### config.mk
export PLATFORM = sky130hd
export DESIGN_NAME = msr_status_regs
export DESIGN_NICKNAME = d
export VERILOG_FILES = /design/src/verilog/msr_pkg.sv /design/src/verilog/msr_status_regs.sv
export SDC_FILE = /design/constraint.sdc
export NUM_CORES = 1
export LEC_CHECK = 0
export CAP_MARGIN = 10
export CELL_PAD_IN_SITES_DETAIL_PLACEMENT = 0
export CELL_PAD_IN_SITES_GLOBAL_PLACEMENT = 1
export CORE_MARGIN = 3
export CORE_UTILIZATION = 48
export DETAILED_ROUTE_END_ITERATION = 6
export DONT_BUFFER_PORTS = 1
export PLACE_DENSITY_LB_ADDON = 0.08
export SYNTH_ARGS = -nofsm -noshare
export SYNTH_HDL_FRONTEND = slang
export SYNTH_SLANG_ARGS = --single-unit
### constraint.sdc
create_clock -name clk -period 5 [get_ports clk]
set_input_delay 0.75 -clock clk [delete_from_list [all_inputs] [get_ports clk]]
set_output_delay 0.75 -clock clk [all_outputs]
set_load 0.05 [all_outputs]
### src/verilog/msr_pkg.sv
// Constants and types of the memory scrubber register bank
//==============================================================
// Operation
// Software reaches every register with full 32-bit transfers only.
// Bus status shows global correctable and uncorrectable error counts.
// Bus status bit 13 mirrors the scrubber run-completed flag.
// Run or block count over threshold sets its flag with new-error.
// Correctable flag tells correctable indication from bus error reply.
// New-error flag clears at reset, sets on error, write zero clears.
// Logged transfer keeps write flag, master number and transfer size.
// Failing address holds the full address of the logged transfer.
// Error config holds global thresholds and their two enable bits.
// Scrub status shows run and block correctable counts, read-only.
// Run-completed flag set by hardware, software clears with zero.
// Burst length field gives log2 of bus cycles, eight cycles here.
// Active bit reads one while a run is in progress, else zero.
// Configured delay cycles pass between successive blocks.
// Finish interrupt raised when its config bit is set; the code raises none while the run-completed flag still stands.
// Second range is also processed when its enable bit is set.
// Loop bit restarts the scrubber whenever a run finishes.
// Mode field selects scrub, regenerate or initialize; the code only stores it in config bits 3:2.
// Config bit 1 allows external start, bit 0 enables scrubber.
// Range low bits below alignment read zero, high bits read one.
// Position shows current address while active, else zero.
// Scrub threshold register holds run and block thresholds, enables.
// Count over threshold freezes log, sets new-error, interrupts.
// External start input sets scrubber enable when allowed.
package msr_pkg;

  //==============================================================
  // Register offsets
  localparam int ADDR_W = 8;
  localparam logic [7:0] OFS_BUS_STATUS   = 8'h00;
  localparam logic [7:0] OFS_FAIL_ADDR    = 8'h04;
  localparam logic [7:0] OFS_ERR_CFG      = 8'h08;
  localparam logic [7:0] OFS_SCRUB_STATUS = 8'h10;
  localparam logic [7:0] OFS_SCRUB_CFG    = 8'h14;
  localparam logic [7:0] OFS_RANGE_LOW    = 8'h18;
  localparam logic [7:0] OFS_RANGE_HIGH   = 8'h1C;
  localparam logic [7:0] OFS_POSITION     = 8'h20;
  localparam logic [7:0] OFS_SCRUB_THR    = 8'h24;
  localparam logic [7:0] OFS_INIT_DATA    = 8'h28;
  localparam logic [7:0] OFS_RANGE2_START = 8'h2C;
  localparam logic [7:0] OFS_RANGE2_END   = 8'h30;

  //==============================================================
  // Field positions
  localparam int CNT_HI = 31;
  localparam int CNT_LO = 22;
  localparam int BLK_HI = 21;
  localparam int BLK_LO = 14;
  localparam int DONE_BIT = 13;
  localparam int NE_BIT = 8;
  localparam int DLY_HI = 15;
  localparam int DLY_LO = 8;
  localparam int IRQ_ON_FINISH_BIT = 7;
  localparam int SECOND_RANGE_EN_BIT = 5;
  localparam int LOOP_BIT = 4;
  localparam int ES_BIT = 1;
  localparam int SCRUBBER_ENABLE_BIT = 0;
  localparam int EN_HI_BIT = 1;
  localparam int EN_LO_BIT = 0;
  localparam int ALIGN = 5;

  //==============================================================
  // Masks, reset values and fixed figures
  localparam logic [31:0] THR_MASK = 32'hFFFF_C003;
  localparam logic [31:0] CFG_MASK = 32'h0000_FFBF;
  localparam logic [31:0] LOW_MASK = 32'h0000_001F;
  localparam logic [31:0] ERR_CFG_RESET = 32'h0000_0003;
  localparam logic [31:0] ZERO_WORD = 32'h0000_0000;
  localparam logic [31:0] BLOCK_BYTES = 32'h0000_0020;
  localparam logic [3:0] BURST_LOG = 4'h3;
  localparam logic [2:0] BURST_LAST = 3'h7;
  localparam logic [7:0] ONE_DLY = 8'h01;

  //==============================================================
  // Types
  typedef enum logic [1:0] {
    ST_IDLE  = 2'b00,
    ST_BURST = 2'b01,
    ST_NEXT  = 2'b11,
    ST_GAP   = 2'b10
  } msr_state_type;

  // Register access request on the AHB slave side
  typedef struct packed {
    logic        hsel;
    logic [1:0]  htrans;
    logic        hwrite;
    logic [2:0]  hsize;
    logic [31:0] haddr;
    logic        hready;
  } msr_ahb_req_type;

  // Observed memory bus transfer and error indications
  typedef struct packed {
    logic [31:0] haddr;
    logic        hwrite;
    logic [3:0]  hmaster;
    logic [2:0]  hsize;
    logic        err;
    logic        ce;
  } msr_mon_type;

endpackage

### src/verilog/msr_status_regs.sv
// Memory scrubber and bus error status register bank
`timescale 1ns/100ps
`default_nettype none
module msr_status_regs (
  // Clock and reset
  input  wire logic                     clk,
  input  wire logic                     reset,
  // AHB register slave
  input  wire msr_pkg::msr_ahb_req_type ahbReq,
  input  wire logic [31:0]              hwdata,
  output logic [31:0]                   hrdata,
  output logic                          hreadyOut,
  output logic [1:0]                    hresp,
  // Monitored memory bus
  input  wire msr_pkg::msr_mon_type     mon,
  input  wire logic                     startIn,
  // Block outputs
  output logic                          irq,
  output logic                          scrubActive,
  output logic [31:0]                   scrubAddr
);
  import msr_pkg::*;

  logic [31:0] hrdata_r, failAddr_r, errCfg_r, scrCfg_r, scrThr_r;
  logic [31:0] rangeLow_r, rangeHigh_r, range2Lo_r, range2Hi_r, pos_r;
  logic [9:0] corrCnt_r, runCnt_r;
  logic [7:0] uncCnt_r, blkCnt_r, dlyCnt_r;
  logic [3:0] logMst_r;
  logic [2:0] logSz_r, burstCnt_r;
  logic [ADDR_W-1:0] wrAddr_r;
  logic wrPend_r, hreadyOut_r, irq_r, active_r, second_r;
  logic ne_r, ce_r, sec_r, sbc_r, done_r, logWr_r;
  msr_state_type st_r;
  logic acc, live, neClr, doneClr, wrCfg, logEvt, gExc, rExc, bExc;
  logic rangeEnd, finish, neSet, doneSet;
  logic [9:0] corrNxt, runNxt;
  logic [7:0] uncNxt, blkNxt;
  logic [31:0] curHigh;

  //==============================================================
  // Register read multiplexer
  function automatic logic [31:0] readMux(input logic [ADDR_W-1:0] a);
    case (a)
      OFS_BUS_STATUS: readMux = {corrCnt_r, uncCnt_r, done_r, 1'b0,
        sec_r, sbc_r, ce_r, ne_r, logWr_r, logMst_r, logSz_r};
      OFS_FAIL_ADDR:    readMux = failAddr_r;
      OFS_ERR_CFG:      readMux = errCfg_r;
      OFS_SCRUB_STATUS: readMux = {runCnt_r, blkCnt_r, done_r,
        8'h00, BURST_LOG, active_r};
      OFS_SCRUB_CFG:    readMux = scrCfg_r;
      OFS_RANGE_LOW:    readMux = rangeLow_r & ~LOW_MASK;
      OFS_RANGE_HIGH:   readMux = rangeHigh_r | LOW_MASK;
      OFS_POSITION:     readMux = active_r ? pos_r : ZERO_WORD;
      OFS_SCRUB_THR:    readMux = scrThr_r;
      OFS_RANGE2_START: readMux = range2Lo_r & ~LOW_MASK;
      OFS_RANGE2_END:   readMux = range2Hi_r | LOW_MASK;
      default:          readMux = ZERO_WORD;
    endcase
  endfunction

  //==============================================================
  // Bus slave: address phase capture, zero wait state, always OKAY
  // Whole words are assumed; byte lanes are not decoded
  assign acc = ahbReq.hsel & ahbReq.htrans[1] & ahbReq.hready;
  always_ff @(posedge clk) begin
    if (reset) begin
      wrPend_r <= 1'b0;
      wrAddr_r <= '0;
      hrdata_r <= ZERO_WORD;
      hreadyOut_r <= 1'b0;
    end else begin
      wrPend_r <= acc & ahbReq.hwrite;
      wrAddr_r <= ahbReq.haddr[ADDR_W-1:0];
      hrdata_r <= (acc & ~ahbReq.hwrite) ?
        readMux(ahbReq.haddr[ADDR_W-1:0]) : ZERO_WORD;
      hreadyOut_r <= 1'b1;
    end
  end

  // Data phase write strobes
  assign neClr = wrPend_r & (wrAddr_r == OFS_BUS_STATUS) & ~hwdata[NE_BIT];
  assign doneClr = wrPend_r & (wrAddr_r == OFS_SCRUB_STATUS)
    & ~hwdata[DONE_BIT];
  assign wrCfg = wrPend_r & (wrAddr_r == OFS_SCRUB_CFG);

  //==============================================================
  // Plain configuration registers; init data is accepted and dropped
  always_ff @(posedge clk) begin
    if (reset) begin
      errCfg_r <= ERR_CFG_RESET;
      scrThr_r <= ZERO_WORD;
      rangeLow_r <= ZERO_WORD;
      rangeHigh_r <= ZERO_WORD;
      range2Lo_r <= ZERO_WORD;
      range2Hi_r <= ZERO_WORD;
    end else if (wrPend_r) begin
      case (wrAddr_r)
        OFS_ERR_CFG:      errCfg_r <= hwdata & THR_MASK;
        OFS_SCRUB_THR:    scrThr_r <= hwdata & THR_MASK;
        OFS_RANGE_LOW:    rangeLow_r <= hwdata;
        OFS_RANGE_HIGH:   rangeHigh_r <= hwdata;
        OFS_RANGE2_START: range2Lo_r <= hwdata;
        OFS_RANGE2_END:   range2Hi_r <= hwdata;
        default: ;
      endcase
    end
  end

  //==============================================================
  // Global error counting and threshold compare
  // Monitoring stays live in the cycle software clears the flag
  assign live = ~ne_r | neClr;
  assign logEvt = live & (mon.err | mon.ce);
  always_comb begin
    corrNxt = neClr ? 10'h000 : corrCnt_r;
    uncNxt = neClr ? 8'h00 : uncCnt_r;
    if (live & mon.ce & ~mon.err & ~&corrNxt) corrNxt = corrNxt + 10'h001;
    if (live & mon.err & ~&uncNxt) uncNxt = uncNxt + 8'h01;
  end
  assign gExc = live & ((mon.ce & ~mon.err & errCfg_r[EN_HI_BIT]
      & (corrNxt > errCfg_r[CNT_HI:CNT_LO]))
    | (mon.err & errCfg_r[EN_LO_BIT]
      & (uncNxt > errCfg_r[BLK_HI:BLK_LO])));

  //==============================================================
  // Scrub run and block counters; count only during a run
  always_comb begin
    runNxt = runCnt_r;
    blkNxt = blkCnt_r;
    if (active_r & mon.ce & ~&runNxt) runNxt = runNxt + 10'h001;
    if (active_r & mon.ce & ~&blkNxt) blkNxt = blkNxt + 8'h01;
  end
  assign rExc = live & active_r & mon.ce & scrThr_r[EN_HI_BIT]
    & (runNxt > scrThr_r[CNT_HI:CNT_LO]);
  assign bExc = live & active_r & mon.ce & scrThr_r[EN_LO_BIT]
    & (blkNxt > scrThr_r[BLK_HI:BLK_LO]);
  assign neSet = gExc | rExc | bExc;

  //==============================================================
  // Error log; frozen while the new-error flag stands
  always_ff @(posedge clk) begin
    if (reset) begin
      ne_r <= 1'b0;
      ce_r <= 1'b0;
      sec_r <= 1'b0;
      sbc_r <= 1'b0;
      corrCnt_r <= 10'h000;
      uncCnt_r <= 8'h00;
      failAddr_r <= ZERO_WORD;
      logWr_r <= 1'b0;
      logMst_r <= 4'h0;
      logSz_r <= 3'h0;
    end else begin
      corrCnt_r <= corrNxt;
      uncCnt_r <= uncNxt;
      if (logEvt) begin
        failAddr_r <= mon.haddr;
        logWr_r <= mon.hwrite;
        logMst_r <= mon.hmaster;
        logSz_r <= mon.hsize;
        ce_r <= ~mon.err;
      end
      // Set wins over the software clear
      if (neSet) ne_r <= 1'b1;
      else if (neClr) ne_r <= 1'b0;
      if (rExc) sec_r <= 1'b1;
      else if (neClr) sec_r <= 1'b0;
      if (bExc) sbc_r <= 1'b1;
      else if (neClr) sbc_r <= 1'b0;
    end
  end

  //==============================================================
  // Scrub sequencing over one or two ranges
  assign curHigh = second_r ? range2Hi_r : rangeHigh_r;
  assign rangeEnd = pos_r[31:ALIGN] >= curHigh[31:ALIGN];
  assign finish = (st_r == ST_NEXT) & rangeEnd
    & ~(~second_r & scrCfg_r[SECOND_RANGE_EN_BIT]);
  always_ff @(posedge clk) begin
    if (reset) begin
      st_r <= ST_IDLE;
      pos_r <= ZERO_WORD;
      second_r <= 1'b0;
      burstCnt_r <= 3'h0;
      dlyCnt_r <= 8'h00;
      runCnt_r <= 10'h000;
      blkCnt_r <= 8'h00;
    end else begin
      runCnt_r <= runNxt;
      blkCnt_r <= blkNxt;
      case (st_r)
        ST_IDLE: begin
          if (scrCfg_r[SCRUBBER_ENABLE_BIT]) begin
            st_r <= ST_BURST;
            pos_r <= rangeLow_r & ~LOW_MASK;
            second_r <= 1'b0;
            burstCnt_r <= 3'h0;
            runCnt_r <= 10'h000;
            blkCnt_r <= 8'h00;
          end
        end
        ST_BURST: begin
          burstCnt_r <= burstCnt_r + 3'h1;
          if (burstCnt_r == BURST_LAST) st_r <= ST_NEXT;
        end
        ST_NEXT: begin
          dlyCnt_r <= ONE_DLY;
          st_r <= ST_GAP;
          if (!scrCfg_r[SCRUBBER_ENABLE_BIT]) begin
            st_r <= ST_IDLE;
          end else if (!rangeEnd) begin
            pos_r <= pos_r + BLOCK_BYTES;
          end else if (!finish) begin
            pos_r <= range2Lo_r & ~LOW_MASK;
            second_r <= 1'b1;
          end else if (scrCfg_r[LOOP_BIT]) begin
            pos_r <= rangeLow_r & ~LOW_MASK;
            second_r <= 1'b0;
            runCnt_r <= 10'h000;
          end else begin
            st_r <= ST_IDLE;
          end
        end
        ST_GAP: begin
          dlyCnt_r <= dlyCnt_r + 8'h01;
          if (dlyCnt_r >= scrCfg_r[DLY_HI:DLY_LO]) begin
            st_r <= ST_BURST;
            burstCnt_r <= 3'h0;
            blkCnt_r <= 8'h00;
          end
        end
        default: st_r <= ST_IDLE;
      endcase
    end
  end

  //==============================================================
  // Scrub configuration; mode is held and only read back by software
  always_ff @(posedge clk) begin
    if (reset) begin
      scrCfg_r <= ZERO_WORD;
    end else begin
      if (wrCfg) scrCfg_r <= hwdata & CFG_MASK;
      else if (finish & ~scrCfg_r[LOOP_BIT]) scrCfg_r[SCRUBBER_ENABLE_BIT] <= 1'b0;
      if (startIn & scrCfg_r[ES_BIT]) scrCfg_r[SCRUBBER_ENABLE_BIT] <= 1'b1;
    end
  end

  //==============================================================
  // Run-completed flag, activity and interrupt pulse
  assign doneSet = finish & scrCfg_r[SCRUBBER_ENABLE_BIT];
  always_ff @(posedge clk) begin
    if (reset) begin
      done_r <= 1'b0;
      active_r <= 1'b0;
      irq_r <= 1'b0;
    end else begin
      if (doneSet) done_r <= 1'b1;
      else if (doneClr) done_r <= 1'b0;
      active_r <= (st_r != ST_IDLE) | scrCfg_r[SCRUBBER_ENABLE_BIT];
      // A standing flag blocks a second finish interrupt
      irq_r <= neSet | (doneSet & ~done_r & scrCfg_r[IRQ_ON_FINISH_BIT]);
    end
  end

  assign hrdata = hrdata_r;
  assign hreadyOut = hreadyOut_r;
  assign hresp = 2'h0;
  assign irq = irq_r;
  assign scrubActive = active_r;
  assign scrubAddr = pos_r;

  //==============================================================
  // Checks
  property p_neIrq;
    @(posedge clk) disable iff (reset) $rose(ne_r) |-> irq_r;
  endproperty
  a_neIrq: assert property (p_neIrq) else $error("new error without irq");

  property p_neHold;
    @(posedge clk) disable iff (reset) ne_r && !neClr |=> ne_r;
  endproperty
  a_neHold: assert property (p_neHold) else $error("flag lost");

  property p_freeze;
    @(posedge clk) disable iff (reset)
      ne_r && !neClr |=> $stable(failAddr_r) && $stable(logMst_r);
  endproperty
  a_freeze: assert property (p_freeze) else $error("log not frozen");

  property p_doneMirror;
    @(posedge clk) disable iff (reset)
      acc && !ahbReq.hwrite && ahbReq.haddr[7:0] == OFS_BUS_STATUS
      |=> hrdata_r[DONE_BIT] == $past(done_r);
  endproperty
  a_doneMirror: assert property (p_doneMirror) else $error("mirror");

  property p_burstLog;
    @(posedge clk) disable iff (reset)
      acc && !ahbReq.hwrite && ahbReq.haddr[7:0] == OFS_SCRUB_STATUS
      |=> hrdata_r[4:1] == 4'h3 && hrdata_r[0] == $past(active_r);
  endproperty
  a_burstLog: assert property (p_burstLog) else $error("scrub stat");

  property p_highOnes;
    @(posedge clk) disable iff (reset)
      acc && !ahbReq.hwrite && ahbReq.haddr[7:0] == OFS_RANGE_HIGH
      |=> hrdata_r[4:0] == 5'h1F;
  endproperty
  a_highOnes: assert property (p_highOnes) else $error("high bits");

  property p_posZero;
    @(posedge clk) disable iff (reset)
      acc && !ahbReq.hwrite && ahbReq.haddr[7:0] == OFS_POSITION
      && !active_r |=> hrdata_r == 32'h0000_0000;
  endproperty
  a_posZero: assert property (p_posZero) else $error("position");

  property p_extStart;
    @(posedge clk) disable iff (reset)
      startIn && scrCfg_r[ES_BIT] |=> scrCfg_r[SCRUBBER_ENABLE_BIT] ##1 active_r;
  endproperty
  a_extStart: assert property (p_extStart) else $error("no start");

  property p_gap;
    @(posedge clk) disable iff (reset)
      st_r == ST_GAP && dlyCnt_r < scrCfg_r[DLY_HI:DLY_LO]
      && !wrCfg |=> st_r == ST_GAP;
  endproperty
  a_gap: assert property (p_gap) else $error("delay cut short");

  property p_secNe;
    @(posedge clk) disable iff (reset) $rose(sec_r) |-> ne_r;
  endproperty
  a_secNe: assert property (p_secNe) else $error("run flag alone");

endmodule
`default_nettype wire

==> flow_results.org <==
** Clock tree
- Number of levels in the clock H-tree :: 2
- The number of setup buffers added after CTS is 0.
- For the worst-skew pair, the clock arrives at the later sink with an insertion delay of 540 ps.
- TritonCTS clock tree :: done
- Clock-pin slew on the worst setup and hold paths :: 60 ps
- The cell sitting at the root of the clock tree is a clkbuf_16.
- The longest clock path from root to sink contains 3 buffers.
- TritonCTS Buffers :: 38
- The number of gates resized after CTS was 0.
- Hold-fix buffers, CTS :: 0
- CTS sink count :: 329

** STA
- Final worst clock skew :: 16.3 ps
- Setup repair after global routing left no endpoint under its margin.
- In the finished design, the share of the clock period the worst path needs comes to 91.8%.
- The number of pins exceeding their max-slew limit in the final report is 0.
- Timing would allow up to 0.218 GHz.
- The worst path in the final design needs a cycle of 4590 ps, including I/O delays and setup.
- Transition time of the tightest slew-check pin :: 1230 ps
- Final-report setup violation count :: 0
- Final hold analysis gives a worst-case slack of 284 ps.
- Measured against its own limit, the worst slew margin works out to 17.7%.
- In the final timing run, aggregate negative setup slack is 0 ps.
- The count of final hold-check violations was 0.

** Worst hold path
- In this run the worst hold path is classified as input pin to flop.
- Along the worst hold path, the cell count comes to 1.
- In this run the most critical hold path is launched from reset.
- Endpoint of the worst hold-timing path :: range2Lo_r[11]$_SDFFE_PP0P_

** Synthesis
- After synthesis, the cell types taking the most area are dfxtp_1, nand2_1, a21oi_1.
- Most frequent cell after synthesis :: nand2_1
- Most used flip-flop cell after synthesis :: dfxtp_1
- Sequential cells were found to cover 40.6% of the synthesized design area.
- During synthesis, Yosys emitted a total of 0 warnings.
- By count the netlist is led by nand2_1, dfxtp_1, a21oi_1.
- The synthesized design spends more area on one cell type than any other, namely dfxtp_1.
- Of all flip-flops after synthesis, the portion carrying an async set or reset was 0%.
- Number of instances in the synthesized netlist :: 2012
- The number of different library cells used by synthesis comes to 70.
- The mapped netlist covers 0.0162 mm².
- Dividing the synthesized area by the synthesized cell count gives 8.06 µm².
- Number of enable-type register cells in the synthesized netlist :: 0
- Area fraction of the dominant cell type after synthesis :: 40.6%
- Count of state elements after synthesis :: 329

** Floorplanning
- Horiz. Die Dim :: 190 µm
- Chip Height :: 190 µm
- Total core area :: 0.0329 mm²
- For this configuration, the core starts out at a cell density of 49.2%.
- The floorplan step defined a die boundary enclosing 0.0360 mm².
- Boundary pin count :: 186
- Std-Cell Rows :: 66

** Layout
- Post-route standard cell area excluding fillers :: 0.0181 mm²
- Final std cells w/o fill :: 2453
- Measured on the finished design, the core utilization comes to 54.8%.
- Relative area change from synthesis to final layout :: 11.3%
- 0 antenna diodes ended up in the layout.
- Final Net Count :: 2183
- In the final layout, the share of cells above drive strength 1 is 8.35%.

** Setup path
- The worst setup path is captured at a flop.
- The worst setup path is of the flop to flop kind.
- FF-to-FF End :: ne_r$_SDFFE_PP0P_
- Startpoint class of the critical path :: flop
- Data on the critical path is required at its endpoint by 5410 ps.
- For flop-to-flop paths, the worst setup slack is 410 ps.
- R2R cell count :: 17
- In this run the worst path has a maximum fanout of 14.
- Data arrival time of the critical path :: 5000 ps
- The startpoint identified for the worst register-to-register timing path is wrAddr_r[5]$_SDFF_PP0_.

** Power and ir drop
- The analysis attributes to cell leakage a power of 6.28 nW.
- For this design the ratio of total power to cell area is 420 mW/mm².
- Max VDD drop :: 253 µV

** Global route
- The first global-routing pass estimated 91.9 mm of wire.
- Entering global routing, the biggest net connects 241 pins.
- Vias in the first global route :: 14500
- The total overflow left after global routing is 0.
- Global Route Usage Sum :: 33.5%
- The number of antenna violations at the first check in global routing was 0.

** Placed design
- Counting tap cells, the placed design contains a total of 2384 instances.
- Routability-driven placement finished with a final weighted congestion of 0.925.
- Port-buffer cells :: 0
- Detailed placement HPWL :: 42.5 mm
- Placed standard-cell area :: 0.0168 mm²

** Status
- The flow ran to the end, but the final reports show violations.
- Failing checks :: DRC

** Job
- Max-cap violations in this run came to 0.

** Route
- Number of violations reported at the end of detailed-routing iteration 0 :: 1882
- DRT antenna net count :: 0
- After detailed routing, the number of vias per cell comes to 6.25.
- In the routed design, unresolved DRC markers number 10.
- 1st-pass router iterations :: 7
- Final routed wire length divided by cell count :: 25.4 µm
- Routed wire length :: 62.4 mm
- Total via count after detailed routing :: 15300
[report_power, final]
group	total, W	switching (W)	internal (W)
Clock	0.00280	0.00113	0.00167
Combinational	0.00177	0.00125	0.000524
Sequential	0.00301	0.000260	0.00275
[cell usage in the layout (no fill, tap or decap), types with 11 or more instances in the layout]
master | netlist | final
buf_4 | 7 | 61
ha_1 | 84 | 84
xor2_1 | 22 | 22
a222oi_1 | 48 | 48
o21ai_0 | 22 | 22
xnor2_1 | 30 | 30
and3_1 | 15 | 15
a31oi_1 | 34 | 34
a22o_1 | 27 | 27
nand4_1 | 31 | 31
and2_1 | 19 | 19
nand3_1 | 28 | 28
or2_2 | 11 | 11
clkbuf_16 | 0 | 41
o22ai_1 | 12 | 12
nand2b_1 | 11 | 11
o32ai_1 | 13 | 13
inv_1 | 62 | 62
nand2_1 | 484 | 484
nor2_1 | 94 | 84
mux2i_1 | 29 | 29
a221oi_1 | 33 | 33
nor3_1 | 16 | 14
a21oi_1 | 255 | 255
nor2b_1 | 27 | 27
a21o_1 | 14 | 14
dfxtp_1 | 329 | 328
[cells by family (layout without fill, tap and decap cells)]
| group | Yosys count | in the layout | share of synthesized area, % |
|---|---|---|---|
| fa+ha+maj | 84 | 84 | 6.48 |
| simple gates | 774 | 774 | 21.0 |
| xor+xnor | 52 | 52 | 2.81 |
| buf+inv | 200 | 193 | 4.88 |
| flops | 329 | 329 | 40.6 |
| compound gates | 539 | 539 | 22.1 |
| mux | 33 | 33 | 2.07 |
| other cells | 1 | 7 | 0.0231 |
[layer usage]
layer  global-route usage, %  up-vias  part of all wire (%)
met2                    52.2      835                    44
met5                       0        -                     0
met3                    9.36      143                    11
met1                    45.1     7274                    41
li1                        -     7091                     -
met4                    10.9        0                   3.4
[worst max-delay path, stage by stage (launching register included)]
cell	delay (ps)
dfxtp_1	350
or4_1	660
or4_4	580
and2_1	250
ha_1	230
and4_1	160
a21oi_1	140
o21a_1	260
and4_1	270
nand3_1	100
xor2_1	210
nor2_1	80
ha_1	290
nand3_1	90
o2111ai_1	210
a21oi_1	80
nor4_1	390
a21oi_1	120
[cell type report]
cell class	count	area (µm²)
multi-input combinational	1489	8960
sequential	329	6590
fill	3137	14900
clock inverter	10	77.6
clock buffer	59	1170
tap	442	553
timing repair buffer	62	478
inverter	62	233
[worst max-delay path by stage]
stage | start | end | slack [ps] | cells after the start
finish | wrAddr_r[5]$_SDFF_PP0_ | ne_r$_SDFFE_PP0P_ | 410 | 17
floorplan | hwdata[8] | ne_r$_SDFFE_PP0P_ | 840 | 16
global placement | wrAddr_r[5]$_SDFF_PP0_ | ne_r$_SDFFE_PP0P_ | 520 | 16
CTS | wrAddr_r[5]$_SDFF_PP0_ | ne_r$_SDFFE_PP0P_ | 450 | 16
detailed placement | wrAddr_r[5]$_SDFF_PP0_ | irq$_SDFF_PP0_ | 440 | 16
global route | wrAddr_r[5]$_SDFF_PP0_ | irq$_SDFF_PP0_ | 60 | 17
[sequential cells by signal, indices dropped and copies added (netlist names), 3 cells and up]
name and cells:
dlyCnt_r 8, uncCnt_r 8, runCnt_r 10, corrCnt_r 10, errCfg_r 20, burstCnt_r 3, scrCfg_r 15, range2Lo_r 27
wrAddr_r 8, range2Hi_r 27, logSz_r 3, logMst_r 4, rangeHigh_r 27, blkCnt_r 8, hrdata 32, failAddr_r 32
scrubAddr 27, rangeLow_r 27, scrThr_r 20
[metrics by stage]
stage | worst slack, ps | total power, W
after floorplan | 841 | 0.00418
after global placement | 517 | 0.00478
after detailed placement | 439 | 0.00481
after CTS | 449 | 0.00758
after global routing | 62.9 | 0.00785
final | 409 | 0.00759
Power figures use the tool's default switching activity.
